--- config.mk ---
export PLATFORM = sky130hd
export DESIGN_NAME = bcdc_counter
export DESIGN_NICKNAME = d
export VERILOG_FILES = /design/src/bcdc_pkg.sv /design/src/bcdc_counter.sv
export SDC_FILE = /design/constraint.sdc
export NUM_CORES = 1
export LEC_CHECK = 0
export BUFFER_PORTS_ARGS = -buffer_cell sky130_fd_sc_hd__clkbuf_2
export CAP_MARGIN = 30
export CORE_UTILIZATION = 53
export DETAILED_ROUTE_END_ITERATION = 8
export HOLD_SLACK_MARGIN = 0.03
export PLACE_DENSITY = 0.85
export SETUP_SLACK_MARGIN = 0.1
export SLEW_MARGIN = 20
export SYNTH_ARGS = -nofsm -noshare
export SYNTH_HDL_FRONTEND = slang
export SYNTH_SLANG_ARGS = --single-unit
--- constraint.sdc ---
create_clock -name aclk -period 2.3 [get_ports aclk]
set_input_delay 0 -clock aclk [delete_from_list [all_inputs] [get_ports aclk]]
set_output_delay 0 -clock aclk [all_outputs]
set_load 0.01 [all_outputs]
--- src/bcdc_pkg.sv ---
// Purpose: constants for the four-decade bcd counter with display scan
// Assumes: 40 MHz aclk
// Notes: times are kept in their own unit and converted to cycles here
`default_nettype none
package bcdc_pkg;
    localparam int unsigned CLK_HZ = 40000000;
    // internal scan oscillator, nominal free-running rate
    localparam int unsigned SCAN_HZ = 2500;
    localparam int unsigned SCAN_PERIOD_CYC = CLK_HZ / SCAN_HZ;
    // blanking pulse is one part in 25 of the period
    localparam int unsigned SCAN_DUTY_DIV = 25;
    localparam int unsigned SCAN_PULSE_CYC = SCAN_PERIOD_CYC / SCAN_DUTY_DIV;
    // carry/borrow pulse width in ns
    localparam int unsigned WRAP_PULSE_NS = 100;
    localparam int unsigned WRAP_PULSE_CYC =
        (WRAP_PULSE_NS * (CLK_HZ / 1000000) + 999) / 1000;
    localparam int unsigned RESET_WRAP_MIN = 6000;
    localparam logic [15:0] COUNT_RESET = 16'h0000;
    localparam logic [15:0] REG_RESET = 16'h0000;
    localparam logic [1:0] PHASE_MSD = 2'h3;
    // axi4-lite map
    localparam logic [7:0] ADDR_CTRL = 8'h00;
    localparam logic [7:0] ADDR_STATUS = 8'h04;
    localparam logic [7:0] ADDR_COUNT = 8'h08;
    localparam logic [7:0] ADDR_COMPARE = 8'h0c;
    localparam logic [7:0] ADDR_LATCH = 8'h10;
    localparam logic [31:0] CTRL_RESET = 32'h0000_0000;
    // ctrl fields
    localparam int unsigned CTRL_DIR = 0;
    localparam int unsigned CTRL_STORE_N = 1;
    localparam int unsigned CTRL_RESET_N = 2;
    localparam int unsigned CTRL_LC_LO = 3;
    localparam int unsigned CTRL_LC_HI = 4;
    localparam int unsigned CTRL_LR_LO = 5;
    localparam int unsigned CTRL_LR_HI = 6;
    localparam int unsigned CTRL_DISP_LO = 7;
    localparam int unsigned CTRL_DISP_HI = 8;
    localparam int unsigned CTRL_EXT_SCAN = 9;
    localparam int unsigned CTRL_CC = 10;
    typedef enum logic [1:0] {
        BCDC_RUN = 2'b00,
        BCDC_LOAD = 2'b01,
        BCDC_OFF = 2'b11
    } bcdc_mode_e;
endpackage : bcdc_pkg
`default_nettype wire

--- src/bcdc_counter.sv ---
// Purpose: four-decade bcd up/down counter, compare, latch, display scan
// Assumes: all inputs synchronous to aclk; control mirrored in axi regs
// Notes: three-level controls are two bits each (lo, hi); neither = open
//
// Overview of operation
// - pulse carry/borrow when count wraps 9999 to 0000 or back
// - carry/borrow may be ignored during loads and reset
// - reset from 6000 or above also gives a carry/borrow pulse
// - equal output low when counter matches register
// - zero output low when counter is 0000
// - display: open blanks leading zeros, high off, low shows zeros
// - each scan pulse advances a four-state digit phase
// - digit drivers off during the short scan pulse
// - digits scanned from most to least significant
// - loads run on the internal oscillator, external scan ignored
// - count edge increments when direction high, else decrements
// - count edges ignored during reset or counter load
// - store low copies counter to latch; outputs show latch
// - reset low clears counter directly, not via the bcd input path
// - register load during reset loads zero
// - bcd port loads counter/register per controls, else outputs
// - common-cathode inputs are low-true
// - with loads open bcd port outputs latch per phase, msd first
// - load starts at msd, four phases, resample, repeat or resume
// - register-load low stops scan, floats port, display off
// - reset never clears the register
`default_nettype none
module bcdc_counter #(
    parameter int unsigned SCAN_PERIOD = bcdc_pkg::SCAN_PERIOD_CYC,
    parameter int unsigned SCAN_PULSE = bcdc_pkg::SCAN_PULSE_CYC
) (
    input wire logic aclk,
    input wire logic aresetn,
    input wire logic clk_en,
    input wire logic count_in,
    input wire logic ext_scan,
    input wire logic [3:0] bcd_in,
    output logic [3:0] bcd_out,
    output logic bcd_oe,
    output logic [6:0] segments,
    output logic [3:0] digit_drive,
    output logic carry_borrow,
    output logic equal_n,
    output logic zero_n,
    input wire logic [7:0] s_axi_awaddr,
    input wire logic s_axi_awvalid,
    output logic s_axi_awready,
    input wire logic [31:0] s_axi_wdata,
    input wire logic [3:0] s_axi_wstrb,
    input wire logic s_axi_wvalid,
    output logic s_axi_wready,
    output logic [1:0] s_axi_bresp,
    output logic s_axi_bvalid,
    input wire logic s_axi_bready,
    input wire logic [7:0] s_axi_araddr,
    input wire logic s_axi_arvalid,
    output logic s_axi_arready,
    output logic [31:0] s_axi_rdata,
    output logic [1:0] s_axi_rresp,
    output logic s_axi_rvalid,
    input wire logic s_axi_rready
);
    // ----------
    // functions
    // ----------
    function automatic logic [6:0] bcdc_seg(input logic [3:0] d);
        case (d)
            4'h0: bcdc_seg = 7'h3f;
            4'h1: bcdc_seg = 7'h06;
            4'h2: bcdc_seg = 7'h5b;
            4'h3: bcdc_seg = 7'h4f;
            4'h4: bcdc_seg = 7'h66;
            4'h5: bcdc_seg = 7'h6d;
            4'h6: bcdc_seg = 7'h7d;
            4'h7: bcdc_seg = 7'h07;
            4'h8: bcdc_seg = 7'h7f;
            4'h9: bcdc_seg = 7'h6f;
            default: bcdc_seg = 7'h00;
        endcase
    endfunction : bcdc_seg

    function automatic logic [3:0] bcdc_dig(input logic [15:0] v,
                                            input logic [1:0] p);
        bcdc_dig = v[{p, 2'b00} +: 4];
    endfunction : bcdc_dig

    // ----------
    // register bus
    // ----------
    logic [31:0] ctrl;
    logic [15:0] count;
    logic [15:0] compare;
    logic [15:0] latch;
    logic aw_hold, w_hold;
    logic [7:0] aw_addr;
    logic [31:0] w_data;
    logic [3:0] w_strb;

    assign s_axi_awready = !aw_hold && !s_axi_bvalid;
    assign s_axi_wready = !w_hold && !s_axi_bvalid;
    assign s_axi_arready = !s_axi_rvalid;

    always_ff @(posedge aclk) begin
        if (!aresetn) begin
            aw_hold <= 1'b0;
            w_hold <= 1'b0;
            aw_addr <= 8'h00;
            w_data <= 32'h0000_0000;
            w_strb <= 4'h0;
            s_axi_bvalid <= 1'b0;
            s_axi_bresp <= 2'b00;
            ctrl <= bcdc_pkg::CTRL_RESET;
        end else if (clk_en) begin
            if (s_axi_awvalid && s_axi_awready) begin
                aw_hold <= 1'b1;
                aw_addr <= s_axi_awaddr;
            end
            if (s_axi_wvalid && s_axi_wready) begin
                w_hold <= 1'b1;
                w_data <= s_axi_wdata;
                w_strb <= s_axi_wstrb;
            end
            if (aw_hold && w_hold) begin
                aw_hold <= 1'b0;
                w_hold <= 1'b0;
                s_axi_bvalid <= 1'b1;
                if (aw_addr == bcdc_pkg::ADDR_CTRL) begin
                    s_axi_bresp <= 2'b00;
                    for (int i = 0; i < 4; i++) begin
                        if (w_strb[i]) begin
                            ctrl[i*8 +: 8] <= w_data[i*8 +: 8];
                        end
                    end
                end else begin
                    s_axi_bresp <= 2'b10;
                end
            end else if (s_axi_bvalid && s_axi_bready) begin
                s_axi_bvalid <= 1'b0;
            end
        end
    end

    // ----------
    // control decode
    // ----------
    logic direction, store_n, reset_n, ext_sel, cc_variant;
    logic load_counter_ctl, load_register_ctl, lr_off, disp_off, show_zeros;
    assign direction = ctrl[bcdc_pkg::CTRL_DIR];
    assign store_n = !ctrl[bcdc_pkg::CTRL_STORE_N];
    assign reset_n = !ctrl[bcdc_pkg::CTRL_RESET_N];
    assign load_counter_ctl = ctrl[bcdc_pkg::CTRL_LC_HI];
    assign load_register_ctl = ctrl[bcdc_pkg::CTRL_LR_HI];
    assign lr_off = ctrl[bcdc_pkg::CTRL_LR_LO] && !load_register_ctl;
    assign disp_off = ctrl[bcdc_pkg::CTRL_DISP_HI];
    assign show_zeros = ctrl[bcdc_pkg::CTRL_DISP_LO] && !disp_off;
    assign ext_sel = ctrl[bcdc_pkg::CTRL_EXT_SCAN];
    assign cc_variant = ctrl[bcdc_pkg::CTRL_CC];

    // ----------
    // scan oscillator and phase sequencer
    // ----------
    bcdc_pkg::bcdc_mode_e mode;
    logic [15:0] osc_cnt;
    logic osc_pulse, scan_pulse, scan_prev, scan_edge;
    logic [1:0] phase;
    logic [1:0] load_left;
    logic load_cnt_act, load_reg_act, start_load;

    assign osc_pulse = osc_cnt < 16'(SCAN_PULSE);
    assign start_load = mode == bcdc_pkg::BCDC_RUN &&
                        (load_counter_ctl || load_register_ctl);
    // loads always use the internal oscillator
    assign scan_pulse = (ext_sel && mode != bcdc_pkg::BCDC_LOAD) ?
                        ext_scan : osc_pulse;
    assign scan_edge = scan_pulse && !scan_prev;

    always_ff @(posedge aclk) begin
        if (!aresetn) begin
            osc_cnt <= 16'h0000;
            scan_prev <= 1'b0;
        end else if (clk_en) begin
            if (mode == bcdc_pkg::BCDC_OFF) begin
                osc_cnt <= 16'(SCAN_PULSE); // oscillator stopped
                scan_prev <= 1'b0;
            end else if (start_load) begin
                // restart so the msd gets a whole digit time
                osc_cnt <= 16'h0000;
                scan_prev <= 1'b1;
            end else begin
                osc_cnt <= (osc_cnt == 16'(SCAN_PERIOD - 1)) ? 16'h0000
                                                             : osc_cnt + 16'h1;
                scan_prev <= scan_pulse;
            end
        end
    end

    always_ff @(posedge aclk) begin
        if (!aresetn) begin
            mode <= bcdc_pkg::BCDC_RUN;
            phase <= bcdc_pkg::PHASE_MSD;
            load_left <= 2'h0;
            load_cnt_act <= 1'b0;
            load_reg_act <= 1'b0;
        end else if (clk_en) begin
            case (mode)
                bcdc_pkg::BCDC_RUN: begin
                    if (start_load) begin
                        mode <= bcdc_pkg::BCDC_LOAD; // restart at msd
                        phase <= bcdc_pkg::PHASE_MSD;
                        load_left <= 2'h3;
                        load_cnt_act <= load_counter_ctl;
                        load_reg_act <= load_register_ctl;
                    end else if (lr_off) begin
                        mode <= bcdc_pkg::BCDC_OFF;
                    end else if (scan_edge) begin
                        phase <= phase - 2'h1; // msd down to lsd
                    end
                end
                bcdc_pkg::BCDC_LOAD: begin
                    if (scan_edge) begin
                        phase <= phase - 2'h1;
                        load_left <= load_left - 2'h1;
                        if (load_left == 2'h0) begin
                            // resample controls after four phases
                            if (load_counter_ctl || load_register_ctl) begin
                                load_left <= 2'h3;
                                load_cnt_act <= load_counter_ctl;
                                load_reg_act <= load_register_ctl;
                            end else begin
                                mode <= bcdc_pkg::BCDC_RUN;
                                load_cnt_act <= 1'b0;
                                load_reg_act <= 1'b0;
                            end
                        end
                    end
                end
                bcdc_pkg::BCDC_OFF: begin
                    if (!lr_off) begin
                        mode <= bcdc_pkg::BCDC_RUN;
                    end
                end
                default: mode <= bcdc_pkg::BCDC_RUN;
            endcase
        end
    end

    // ----------
    // bcd input path
    // ----------
    logic [3:0] in_digit;
    logic load_strobe;
    // low-true data on common-cathode parts
    // reset forces the shared input path to zero
    assign in_digit = !reset_n ? 4'h0 : (cc_variant ? ~bcd_in : bcd_in);
    // digit taken at the trailing end of its phase
    assign load_strobe = (mode == bcdc_pkg::BCDC_LOAD) && scan_edge;

    always_ff @(posedge aclk) begin
        if (!aresetn) begin
            compare <= bcdc_pkg::REG_RESET;
        end else if (clk_en && load_strobe && load_reg_act) begin
            compare[{phase, 2'b00} +: 4] <= in_digit;
        end
    end

    // ----------
    // counter
    // ----------
    logic count_prev, count_edge, cnt_load;
    logic [15:0] next_count;
    logic [4:0] carry;
    logic [7:0] wrap_cnt;
    logic reset_wrap;

    assign count_edge = count_in && !count_prev;
    assign cnt_load = load_cnt_act && mode == bcdc_pkg::BCDC_LOAD;
    assign reset_wrap = !reset_n && (count[15:12] >= 4'h6) &&
                        (count != bcdc_pkg::COUNT_RESET);

    // decade cascade
    always_comb begin
        carry = 5'b00001;
        next_count = count;
        for (int i = 0; i < 4; i++) begin
            if (carry[i]) begin
                if (direction) begin
                    next_count[i*4 +: 4] = (count[i*4 +: 4] >= 4'h9) ? 4'h0
                                           : count[i*4 +: 4] + 4'h1;
                    carry[i+1] = count[i*4 +: 4] >= 4'h9;
                end else begin
                    next_count[i*4 +: 4] = (count[i*4 +: 4] == 4'h0) ? 4'h9
                                           : count[i*4 +: 4] - 4'h1;
                    carry[i+1] = count[i*4 +: 4] == 4'h0;
                end
            end else begin
                carry[i+1] = 1'b0;
            end
        end
    end

    always_ff @(posedge aclk) begin
        if (!aresetn) begin
            count <= bcdc_pkg::COUNT_RESET;
            count_prev <= 1'b0;
        end else if (clk_en) begin
            count_prev <= count_in;
            if (!reset_n) begin
                count <= bcdc_pkg::COUNT_RESET;
            end else if (cnt_load) begin
                if (load_strobe) begin
                    count[{phase, 2'b00} +: 4] <= in_digit;
                end
            end else if (count_edge) begin
                count <= next_count;
            end
        end
    end

    // wrap pulse; undefined during load/reset windows
    always_ff @(posedge aclk) begin
        if (!aresetn) begin
            wrap_cnt <= 8'h00;
        end else if (clk_en) begin
            if ((reset_n && !cnt_load && count_edge && carry[4]) ||
                reset_wrap) begin
                wrap_cnt <= 8'(bcdc_pkg::WRAP_PULSE_CYC);
            end else if (wrap_cnt != 8'h00) begin
                wrap_cnt <= wrap_cnt - 8'h1;
            end
        end
    end

    // ----------
    // latch, flags and display
    // ----------
    logic [3:0] cur_digit;
    logic lead_blank;

    always_ff @(posedge aclk) begin
        if (!aresetn) begin
            latch <= bcdc_pkg::COUNT_RESET;
            carry_borrow <= 1'b0;
            equal_n <= 1'b1;
            zero_n <= 1'b1;
        end else if (clk_en) begin
            if (!store_n) begin
                latch <= count;
            end
            carry_borrow <= wrap_cnt != 8'h00;
            equal_n <= !(count == compare);
            zero_n <= !(count == 16'h0000);
        end
    end

    assign cur_digit = bcdc_dig(latch, phase);
    // zero is leading if it and every higher digit is zero, except the lsd
    always_comb begin
        lead_blank = 1'b1;
        for (int i = 3; i >= 0; i--) begin
            if (2'(i) >= phase && latch[i*4 +: 4] != 4'h0) begin
                lead_blank = 1'b0;
            end
        end
        if (phase == 2'h0) begin
            lead_blank = 1'b0;
        end
    end

    always_ff @(posedge aclk) begin
        if (!aresetn) begin
            segments <= 7'h00;
            digit_drive <= 4'h0;
            bcd_out <= 4'h0;
            bcd_oe <= 1'b0;
        end else if (clk_en) begin
            bcd_out <= cur_digit;
            // port drives only in run mode with both load controls open
            bcd_oe <= mode == bcdc_pkg::BCDC_RUN && !lr_off &&
                      !ctrl[bcdc_pkg::CTRL_LC_LO] && !load_counter_ctl &&
                      !load_register_ctl;
            if (mode == bcdc_pkg::BCDC_OFF || scan_pulse || start_load) begin
                digit_drive <= 4'h0;
                segments <= 7'h00;
            end else begin
                digit_drive <= 4'h1 << phase;
                if (disp_off || (lead_blank && !show_zeros)) begin
                    segments <= 7'h00;
                end else begin
                    segments <= bcdc_seg(cur_digit);
                end
            end
        end
    end

    // ----------
    // read channel
    // ----------
    always_ff @(posedge aclk) begin
        if (!aresetn) begin
            s_axi_rvalid <= 1'b0;
            s_axi_rdata <= 32'h0000_0000;
            s_axi_rresp <= 2'b00;
        end else if (clk_en) begin
            if (s_axi_arvalid && s_axi_arready) begin
                s_axi_rvalid <= 1'b1;
                s_axi_rresp <= 2'b00;
                case (s_axi_araddr)
                    bcdc_pkg::ADDR_CTRL: s_axi_rdata <= ctrl;
                    bcdc_pkg::ADDR_STATUS: s_axi_rdata <= {24'h0,
                        2'(mode), phase, 1'b0, carry_borrow, zero_n, equal_n};
                    bcdc_pkg::ADDR_COUNT: s_axi_rdata <= {16'h0, count};
                    bcdc_pkg::ADDR_COMPARE: s_axi_rdata <= {16'h0, compare};
                    bcdc_pkg::ADDR_LATCH: s_axi_rdata <= {16'h0, latch};
                    default: begin
                        s_axi_rdata <= 32'h0000_0000;
                        s_axi_rresp <= 2'b10;
                    end
                endcase
            end else if (s_axi_rvalid && s_axi_rready) begin
                s_axi_rvalid <= 1'b0;
            end
        end
    end
endmodule : bcdc_counter
`default_nettype wire

# == Yosys cells after proc, flatten, opt, wreduce, memory -nomap -nowiden ==
# Memories as Yosys holds them, arrays and structs flattened.
# Index checks and enable logic that the tools add are counted.
# word_totals
elab_cells,267
n_memories,1
in_bits,66
reg_bits,217
out_inout_bits,60
romBits,112
# mem_list
name,depth,word_bits,rd,rd_clocked_by_memory_dff,write_ports,line,text
(no name shown),16,7,1,0,0,bcdc_counter.sv:67,case (d)
# op_classes
reduce_logical,102
shifts,4
magnitude_cmp,10
n_bitwise,1
addsub,13
n_eq_ne,17
muxes,83
# op_table
op,count
32-bit one-hot mux with 5 select lines,1
16-bit 2-to-1 mux,7
4-bit 2-to-1 mux,18
16-bit bitwise mux,2
1-bit logical AND,32
4-bit AND reduction,8
1-bit 2-to-1 mux,31
2-bit 2-to-1 mux,15
2-bit AND reduction,10
"16-bit by 1-bit adder with 16-bit output, second input constant",1
"4-bit by 1-bit adder with 4-bit output, second input constant",4
"16-bit by 14-bit == test with 1-bit output, second input constant",1
16-bit == test,1
"8-bit by 4-bit == test with 1-bit output, second input constant",2
"4-bit greater-or-equal comparator, second input constant",4
1-bit logical NOT,16
16-bit logical NOT,1
4-bit logical NOT,4
8-bit logical NOT,2
"16-bit by 10-bit < comparator with 1-bit output, second input constant",1
8-bit 2-to-1 mux,2
16-bit nonzero test,1
4-bit nonzero test,4
"4-bit by 6-bit variable shift with 16-bit output, first input constant",1
31 further kinds,61

# == Logic depth before layout (Yosys ltp) ==
# Gate-level depths: netlist of the first run.
# depth
depth_word,11
ltp_mapped,9
ltp_nobuf,8

# == Worst setup path after synthesis of the first run ==
# No wires, ideal clock.
# synth_timing
path_type,register to register
startpoint,register count[13]
endpoint,register wrap_cnt[5]
period_less_slack_ns,2.328
arrival_time_ns,2.242
stages_incl_launch_ff,10
slack_ns,-0.028
t_required_ns,2.214
path_cell_list,dfxtp_1 clkbuf_1 inv_1 ha_1 or3b_2 a21oi_1 nor4_1 a21oi_1 o21ai_0 a211oi_1
# synth_via
elab_chain_cells,7
word_cells_on_any_way,13
# synth_rtl
item,line,text
"start, declared",bcdc_counter.sv:91,logic [15:0] count;
"start signal, assigned",bcdc_counter.sv:303,count <= bcdc_pkg::COUNT_RESET;
"start signal, assigned",bcdc_counter.sv:308,count <= bcdc_pkg::COUNT_RESET;
"start signal, assigned by index",bcdc_counter.sv:311,"count[{phase, 2'b00} +: 4] <= in_digit;"
4-bit greater-or-equal comparator or 4-bit logical NOT (tied branches),"bcdc_counter.sv:289, bcdc_counter.sv:293",
1-bit 2-to-1 mux,bcdc_counter.sv:286,if (direction) begin
1-bit 2-to-1 mux,bcdc_counter.sv:285,if (carry[i]) begin
1-bit logical AND,bcdc_counter.sv:324,if ((reset_n && !cnt_load && count_edge && carry[4]) ||
1-bit logical OR (*),bcdc_counter.sv:324,
2-bit nonzero test (no line),-,
2-bit AND reduction (no line),-,
"end signal, assigned",bcdc_counter.sv:326,wrap_cnt <= 8'(bcdc_pkg::WRAP_PULSE_CYC);
"end signal, assigned",bcdc_counter.sv:328,wrap_cnt <= wrap_cnt - 8'h1;
"end, declared",bcdc_counter.sv:272,logic [7:0] wrap_cnt;
# Every way passes the cells marked *; elsewhere a longest branch is shown, timed or not.
# A chain may end at the register's enable or synchronous reset.

# == Final worst setup path of the first run ==
# layout_timing
startpoint,register count[1]
endpoint,register count[8]
# layout_via
elab_chain_cells,5
word_cells_on_any_way,6
# layout_rtl
item,line
4-bit greater-or-equal comparator or 4-bit logical NOT (tied branches),"bcdc_counter.sv:289, bcdc_counter.sv:293"
1-bit 2-to-1 mux (*),bcdc_counter.sv:286
1-bit 2-to-1 mux (*),bcdc_counter.sv:285
3-bit nonzero test (no line) (*),-
4-bit AND reduction (no line) (*),-
# Marked as above.

==> results of run 1 <==
[placed cells by master, fill, tap and decap left out, types with 7 or more instances in the layout]
master | Yosys | routed
a21boi_0 | 81 | 81
a21oi_1 | 90 | 86
a221oi_1 | 8 | 8
a22o_1 | 9 | 9
a22oi_1 | 24 | 23
a31oi_1 | 8 | 7
and2_1 | 9 | 9
and3_1 | 7 | 7
buf_4 | 2 | 78
clkbuf_16 | 0 | 23
clkbuf_2 | 0 | 122
dfxtp_1 | 215 | 211
dlygate4sd3_1 | 0 | 54
ha_1 | 26 | 25
inv_1 | 30 | 27
mux2i_1 | 18 | 18
nand2_1 | 295 | 294
nand2b_1 | 9 | 9
nand3_1 | 62 | 60
nand4_1 | 8 | 8
nor2_1 | 64 | 64
nor2b_1 | 21 | 21
nor3_1 | 16 | 15
nor4_1 | 14 | 10
o211a_1 | 10 | 10
o211ai_1 | 11 | 11
o21ai_0 | 59 | 55
o31ai_1 | 19 | 19
or3_1 | 9 | 8
xor2_1 | 22 | 22
[kinds of logic after synthesis]
group                    Yosys count  share of synthesized area
XOR/XNOR                          28                    0.02284
AO/OA/AOI/OAI                    367                     0.2322
multiplexers                      23                    0.02622
AND/OR/NAND/NOR                  554                     0.2393
flip-flops                       215                     0.4009
adder cells (fa/ha/maj)           26                    0.03030
other                              1                  0.0003493
buffers and inverters            124                    0.04790
[layout make-up]
cell class                      instances  area [sq um]  area share
Inverter                               31         116.4    0.008718
Multi-Input combinational cell       1000          6060      0.4540
Clock buffer                           32         659.4     0.04940
Sequential cell                       215          4309      0.3228
Timing Repair Buffer                  257          1788      0.1340
Clock inverter                          9         83.83    0.006280
Tap cell                              265         331.6     0.02484
[worst reg2reg max path: cells and delay by family, from the launching register on]
family,cells,cell delay (ps)
AND/OR/NAND/NOR,2,720
adder cells (fa/ha/maj),1,140
flip-flops,1,320
buffers and inverters,1,80
AO/OA/AOI/OAI,4,830
[registers in the layout, indices dropped and copies added, names as in the netlist, 7 cells and up]
register / flops
aw_addr: 8
compare: 16
count: 16
ctrl: 32
latch: 16
osc_cnt: 16
s_axi_rdata: 32
segments: 7
w_data: 32
wrap_cnt: 8
[cell usage after synthesis (4+ instances only)]
library cell,n,area [sq um]
and3_1,7,43.79
clkbuf_1,74,277.8
nand2b_1,9,56.30
o221a_2,5,56.30
o31ai_1,19,142.6
buf_2,9,45.04
o21ai_0,59,295.3
and2_1,9,56.30
nor4b_1,4,35.03
nor2_1,64,240.2
xnor2_1,6,52.55
nor4_1,14,87.58
buf_1,4,15.01
or4_1,4,30.03
o21a_1,4,30.03
nor3b_1,6,45.04
nand4b_1,4,35.03
nor3_1,16,80.08
or3_1,9,56.30
a21boi_0,81,608.1
or3b_2,6,52.55
mux2i_1,18,180.2
nand4_1,8,50.05
buf_6,4,45.04
ha_1,26,325.3
a221oi_1,8,70.07
xor2_1,22,192.7
mux4_2,4,90.09
o211a_1,10,100.1
a31oi_1,8,50.05
dfxtp_1,215,4304
o211ai_1,11,82.58
a22oi_1,24,180.2
nand3_1,62,310.3
inv_1,30,112.6
a32o_1,4,40.04
nand2_1,295,1107
a21oi_1,90,450.4
nor2b_1,21,131.4
a22o_1,9,78.83
a211oi_1,5,37.54
[timing repair]
action,4_1_cts,5_1_grt
hold endpoints to repair,65,0
gates resized for setup,9,27
pin swaps,4,5
endpoints found under the setup margin,15,30
setup buffers,2,3
hold buffers,54,0
[final timing paths]
check | start | end | slack (ps) | cells after the start
worst max-delay path | count[1] | count[8] | 100 | 8
worst min register to register | ctrl[31] | ctrl[31] | 460 | 2
worst max register to register | count[1] | count[8] | 100 | 8
worst min-delay path | clk_en | bcd_oe | 80 | 3
[metrics by stage]
| stage | instance area [sq um] | setup TNS, ps | setup WS, ps | total power, mW |
|---|---|---|---|---|
| 3_5_place_dp | 11880 | -3.555 | -3.555 | 5.507 |
| 5_1_grt | 13350 | 0 | 32.81 | 9.652 |
| 3_3_place_gp | 11880 | 0 | 87.22 | 5.467 |
| 6_report | 13350 | 0 | 95.71 | 9.318 |
| 4_1_cts | 13210 | 0 | 100.8 | 9.197 |
| 2_1_floorplan | 10750 | 0 | 107.1 | 5.070 |
[per-layer routing]
layer / share of wire / GRT usage / vias to the layer above
met5: 0.0019 / 0.02506 / -
met4: 0.047 / 0.1479 / 2
met1: 0.38 / 0.3935 / 5251
met3: 0.10 / 0.06623 / 159
li1: - / - / 5099
met2: 0.47 / 0.5266 / 710
[power by group through the flow]
stage                     Sequential [mW]  Clock [mW]  Combinational [mW]
after CTS                            4.03        3.64                1.53
after global routing                 4.06        3.82                1.78
after floorplan                      4.08           0               0.993
after global placement               4.10           0                1.37
final                                4.04        3.65                1.63
after detailed placement             4.10           0                1.40
==> results.toml, run 1 <==
[cells_and_area]
layout.nets = 1620
fillers = 1460
final_cell_count_no_fill = 1809
area_delta_synth_final_pct = 24.34
final_util = 0.6791
diodes = 0
drive_gt1_frac = 0.1937

[timing]
slew_headroom = 0.5563
tightest_slew_ps = 665.6
clock_skew_ps = 13.11
rsz0062_at_grt = "true"
max_clock_freq_ghz = 0.4537
finalCritPeriodShare = 0.9584
finalHoldViolations = 0
fin_crit_ps = 2204
hold_slack_ps = 81.59
finalMaxSlewViolations = 0
setup_viol = 0

[power_and_ir_drop]
powerDensity_nw_per_um2 = 698.1
p_sw_mw = 2.604
power_frac_seq = 0.433
p_int_mw = 6.714
p_comb_frac = 0.175
p_sw_frac = 0.2795
vdd_drop_max_uv = 506.0
clkPwrFrac = 0.391
leakagePower_nw = 5.362

[setup_path]
path_class = "reg2reg"
end_kind = "flip-flop"
crit_family = "compound AO/OA/AOI/OAI gates"
cp-start-kind = "flip-flop"
slowest_stage = "or4b_4"
worstPathArrival_ps = 2590
slowest_delay_ps = 480
crit_fanout = 3
path_cells = "inv_2 > ha_4 > or4b_4 > o21a_4 > or2_4 > a221oi_4 > o211ai_1 > o211a_1"
cp_num_buf_inv = 1
critPathRequiredTime_ps = 2690

[routing]
wl_per_cell_um = 18.70
drtIter0Drc = 1445
firstDrtPassIters = 7
drc = 0
drt_wl_total_um = 33830
vias_per_cell = 6.203
final_antenna_net_count = 0
vias = 11220

[die]
row_count = 51
die_y_um = 144.3
die_area_sq_um = 20830
core-area_sq_um = 19650
io_pins = 126
start_util = 0.5462
chipWidth_um = 144.3

[min_path]
hp-class = "in2reg"

[clocking]
cts_max_path_buffers = 3
cts_tree = "yes"
clkLatencyLatePin_ps = 510
clkTransAtPathRegs_ps = 60
clock-sinks = 215
clockRootBuffer = "clkbuf_16"
cts_max_level = 1
cts_buffers = 23

[global_routing]
grt_max_degree = 51
antenna_found_initial = 0
grt.total_usage = 0.3183
grt_pass1_vias = 10430
grt-ovfl-total = 0
grt_first_pass_wirelength_um = 52420

[placement]
dp.cells = 1709
place_hpwl_um = 21980
globalplace.congestion = 0.9238
port_buffers = 123

[synthesis]
syn-cell-area_sq_um = 10740
yosysWarnings = 0
yosysSeqAreaShare = 0.4009
synth-seq-cells = 215
syn_avg_cell_area_sq_um = 8.023
ys.flop_type = "dfxtp_1"
synth-async-reset-ratio = 0
synth_enable_flop_cells = 0
synth_cells = 1338
yosysUniqueCellTypes = 75

[outcome]
status = "finished, final reports clean"

[run]
cap_violations = 0
Note: power is estimated with default switching activity, not from simulation.
==> inputs of run 2 (changes only) <==
--- a/config.mk
+++ b/config.mk
@@ -10,7 +10,7 @@
 export CORE_UTILIZATION = 53
 export DETAILED_ROUTE_END_ITERATION = 8
 export HOLD_SLACK_MARGIN = 0.03
-export PLACE_DENSITY = 0.85
+export PLACE_DENSITY = 0.76
 export SETUP_SLACK_MARGIN = 0.1
 export SLEW_MARGIN = 20
 export SYNTH_ARGS = -nofsm -noshare
==> run 2 against run 1 <==
Against the previous run: design area is 1.6% higher; clock skew about the same; worst hold slack got worse by 36 ps; critical path type unchanged; critical endpoint is now count[10]; largest power group is now clock.
==> results.toml, run 2 (synthesized netlist as in run 1, its figures left out) <==
[timing]
tns_ps = 0
hold_slack_ps = 45.35
setup_viol = 0
finalCritPeriodShare = 0.9291
worst_slack_ps = 163.0
tightest_slew_ps = 626.8
finalHoldViolations = 0
slew_headroom = 0.5822
clock_skew_ps = 13.12
fin_crit_ps = 2137
max_clock_freq_ghz = 0.4679
rsz0062_at_grt = "false"
finalMaxSlewViolations = 0

[die]
die_y_um = 144.3
die_area_sq_um = 20830
core-area_sq_um = 19650
io_pins = 126
chipWidth_um = 144.3
row_count = 51
start_util = 0.5462

[placement]
globalplace.congestion = 0.9852
dp_slack_ps = -45.58
port_buffers = 123
placed_area_sq_um = 11880
place_hpwl_um = 21690

[setup_path]
slowest_stage = "or4b_4"
ff2ff_path_depth = 9
slowest_delay_ps = 470
end_kind = "flip-flop"
critPathRequiredTime_ps = 2740
path_class = "reg2reg"
worstPathArrival_ps = 2580
crit_fanout = 6
cp-start-kind = "flip-flop"
path_cells = "inv_2 > ha_4 > or4b_4 > o21a_4 > or2_4 > a221oi_4 > buf_6 > nand3_2 > o21ai_1"

[clocking]
cts_buffers = 23
clkTransAtPathRegs_ps = 60
clock-sinks = 215
cts_max_level = 1
cts_tree = "yes"
cts_max_path_buffers = 3
clockRootBuffer = "clkbuf_16"
clkLatencyLatePin_ps = 510

[global_routing]
gr-usage-met3 = 0.04901
grt_first_pass_wirelength_um = 49790
grt_pass1_vias = 9908
grt-ovfl-total = 0
grt.total_usage = 0.3011
grt_max_degree = 51
antenna_found_initial = 0
busiest_layer = "met2"
grtUsageMet1 = 0.4047
met2_usage = 0.4828

[run]
cap_violations = 0

[routing]
wl_per_cell_um = 17.56
vias_per_cell = 5.915
final_antenna_net_count = 0
drtIter0Drc = 1059
drc = 0
vias = 10760
drt_wl_total_um = 31940
firstDrtPassIters = 7

[cells_and_area]
layout.nets = 1629
layout_common_cells = "nand2_1, dfxtp_1, clkbuf_2"
area_delta_synth_final_pct = 26.39
final_util = 0.6903
finalInstanceArea_sq_um = 13570
largestRegisters = "ctrl: 32 flops, s_axi_rdata: 32 flops, w_data: 32 flops"
drive_gt1_frac = 0.1924
final_common_cell = "nand2_1"
diodes = 0

[power_and_ir_drop]
clkPwrFrac = 0.429
p_comb_frac = 0.161
leakagePower_nw = 5.448
p_sw_mw = 2.565
p_sw_frac = 0.2609
p_int_mw = 7.266
vdd_drop_max_uv = 555.4
power_frac_seq = 0.410
powerDensity_nw_per_um2 = 724.5

[min_path]
hold_depth = 4
hp-class = "in2reg"

[outcome]
status = "finished, final reports clean"
## run 2: area by class of cell
cell class | instances | area (sq um)
fill | 1559 | 6086
timing repair buffer | 266 | 1871
multi-input combinational | 1000 | 6071
inverter | 31 | 116.4
tap | 265 | 331.6
clock inverter | 12 | 220.2
sequential | 215 | 4307
clock buffer | 30 | 651.9
## run 2: through the flow
step	instances	power (mW)
after floorplan	1339	5.070
after global placement	1708	5.471
after detailed placement	1708	5.494
after CTS	1811	9.774
after global routing	1819	10.21
final	1819	9.830
## run 2: routing by layer
layer  up-vias  part of all wire
li1       5119                 -
met1      5046              0.42
met2       502              0.47
met3        92             0.082
met4         0             0.032
met5         -                 0
## run 2: worst max-delay path: cells and delay by family (launching register included)
kind | cells | cell delay (ps)
compound gates | 3 | 580
fa+ha+maj | 1 | 140
buf+inv | 2 | 250
flops | 1 | 320
simple gates | 3 | 770
## run 2: timing repair
| item | CTS | global route |
|---|---|---|
| pin swaps | 3 | 6 |
| hold buffers | 60 | 0 |
| resized for setup | 6 | 28 |
| setup buffers | 1 | 8 |
| endpoints found under the hold margin | 63 | 0 |
| setup endpoints to repair | 15 | 24 |
## run 2: power groups by stage
stage	sequential, mW	combinational [mW]	clock [mW]
2_1_floorplan	4.08	0.993	0
3_3_place_gp	4.10	1.37	0
3_5_place_dp	4.10	1.39	0
4_1_cts	4.02	1.49	4.26
5_1_grt	4.04	1.75	4.41
6_report	4.03	1.59	4.21
## run 2: worst paths after layout
kind                               startpoint         endpoint  slack, ps
worst min register to register       ctrl[21]         ctrl[21]        450
worst max register to register       count[0]        count[10]        160
worst min-delay path            s_axi_arvalid  s_axi_rdata[28]         50
worst max-delay path                 count[0]        count[10]        160
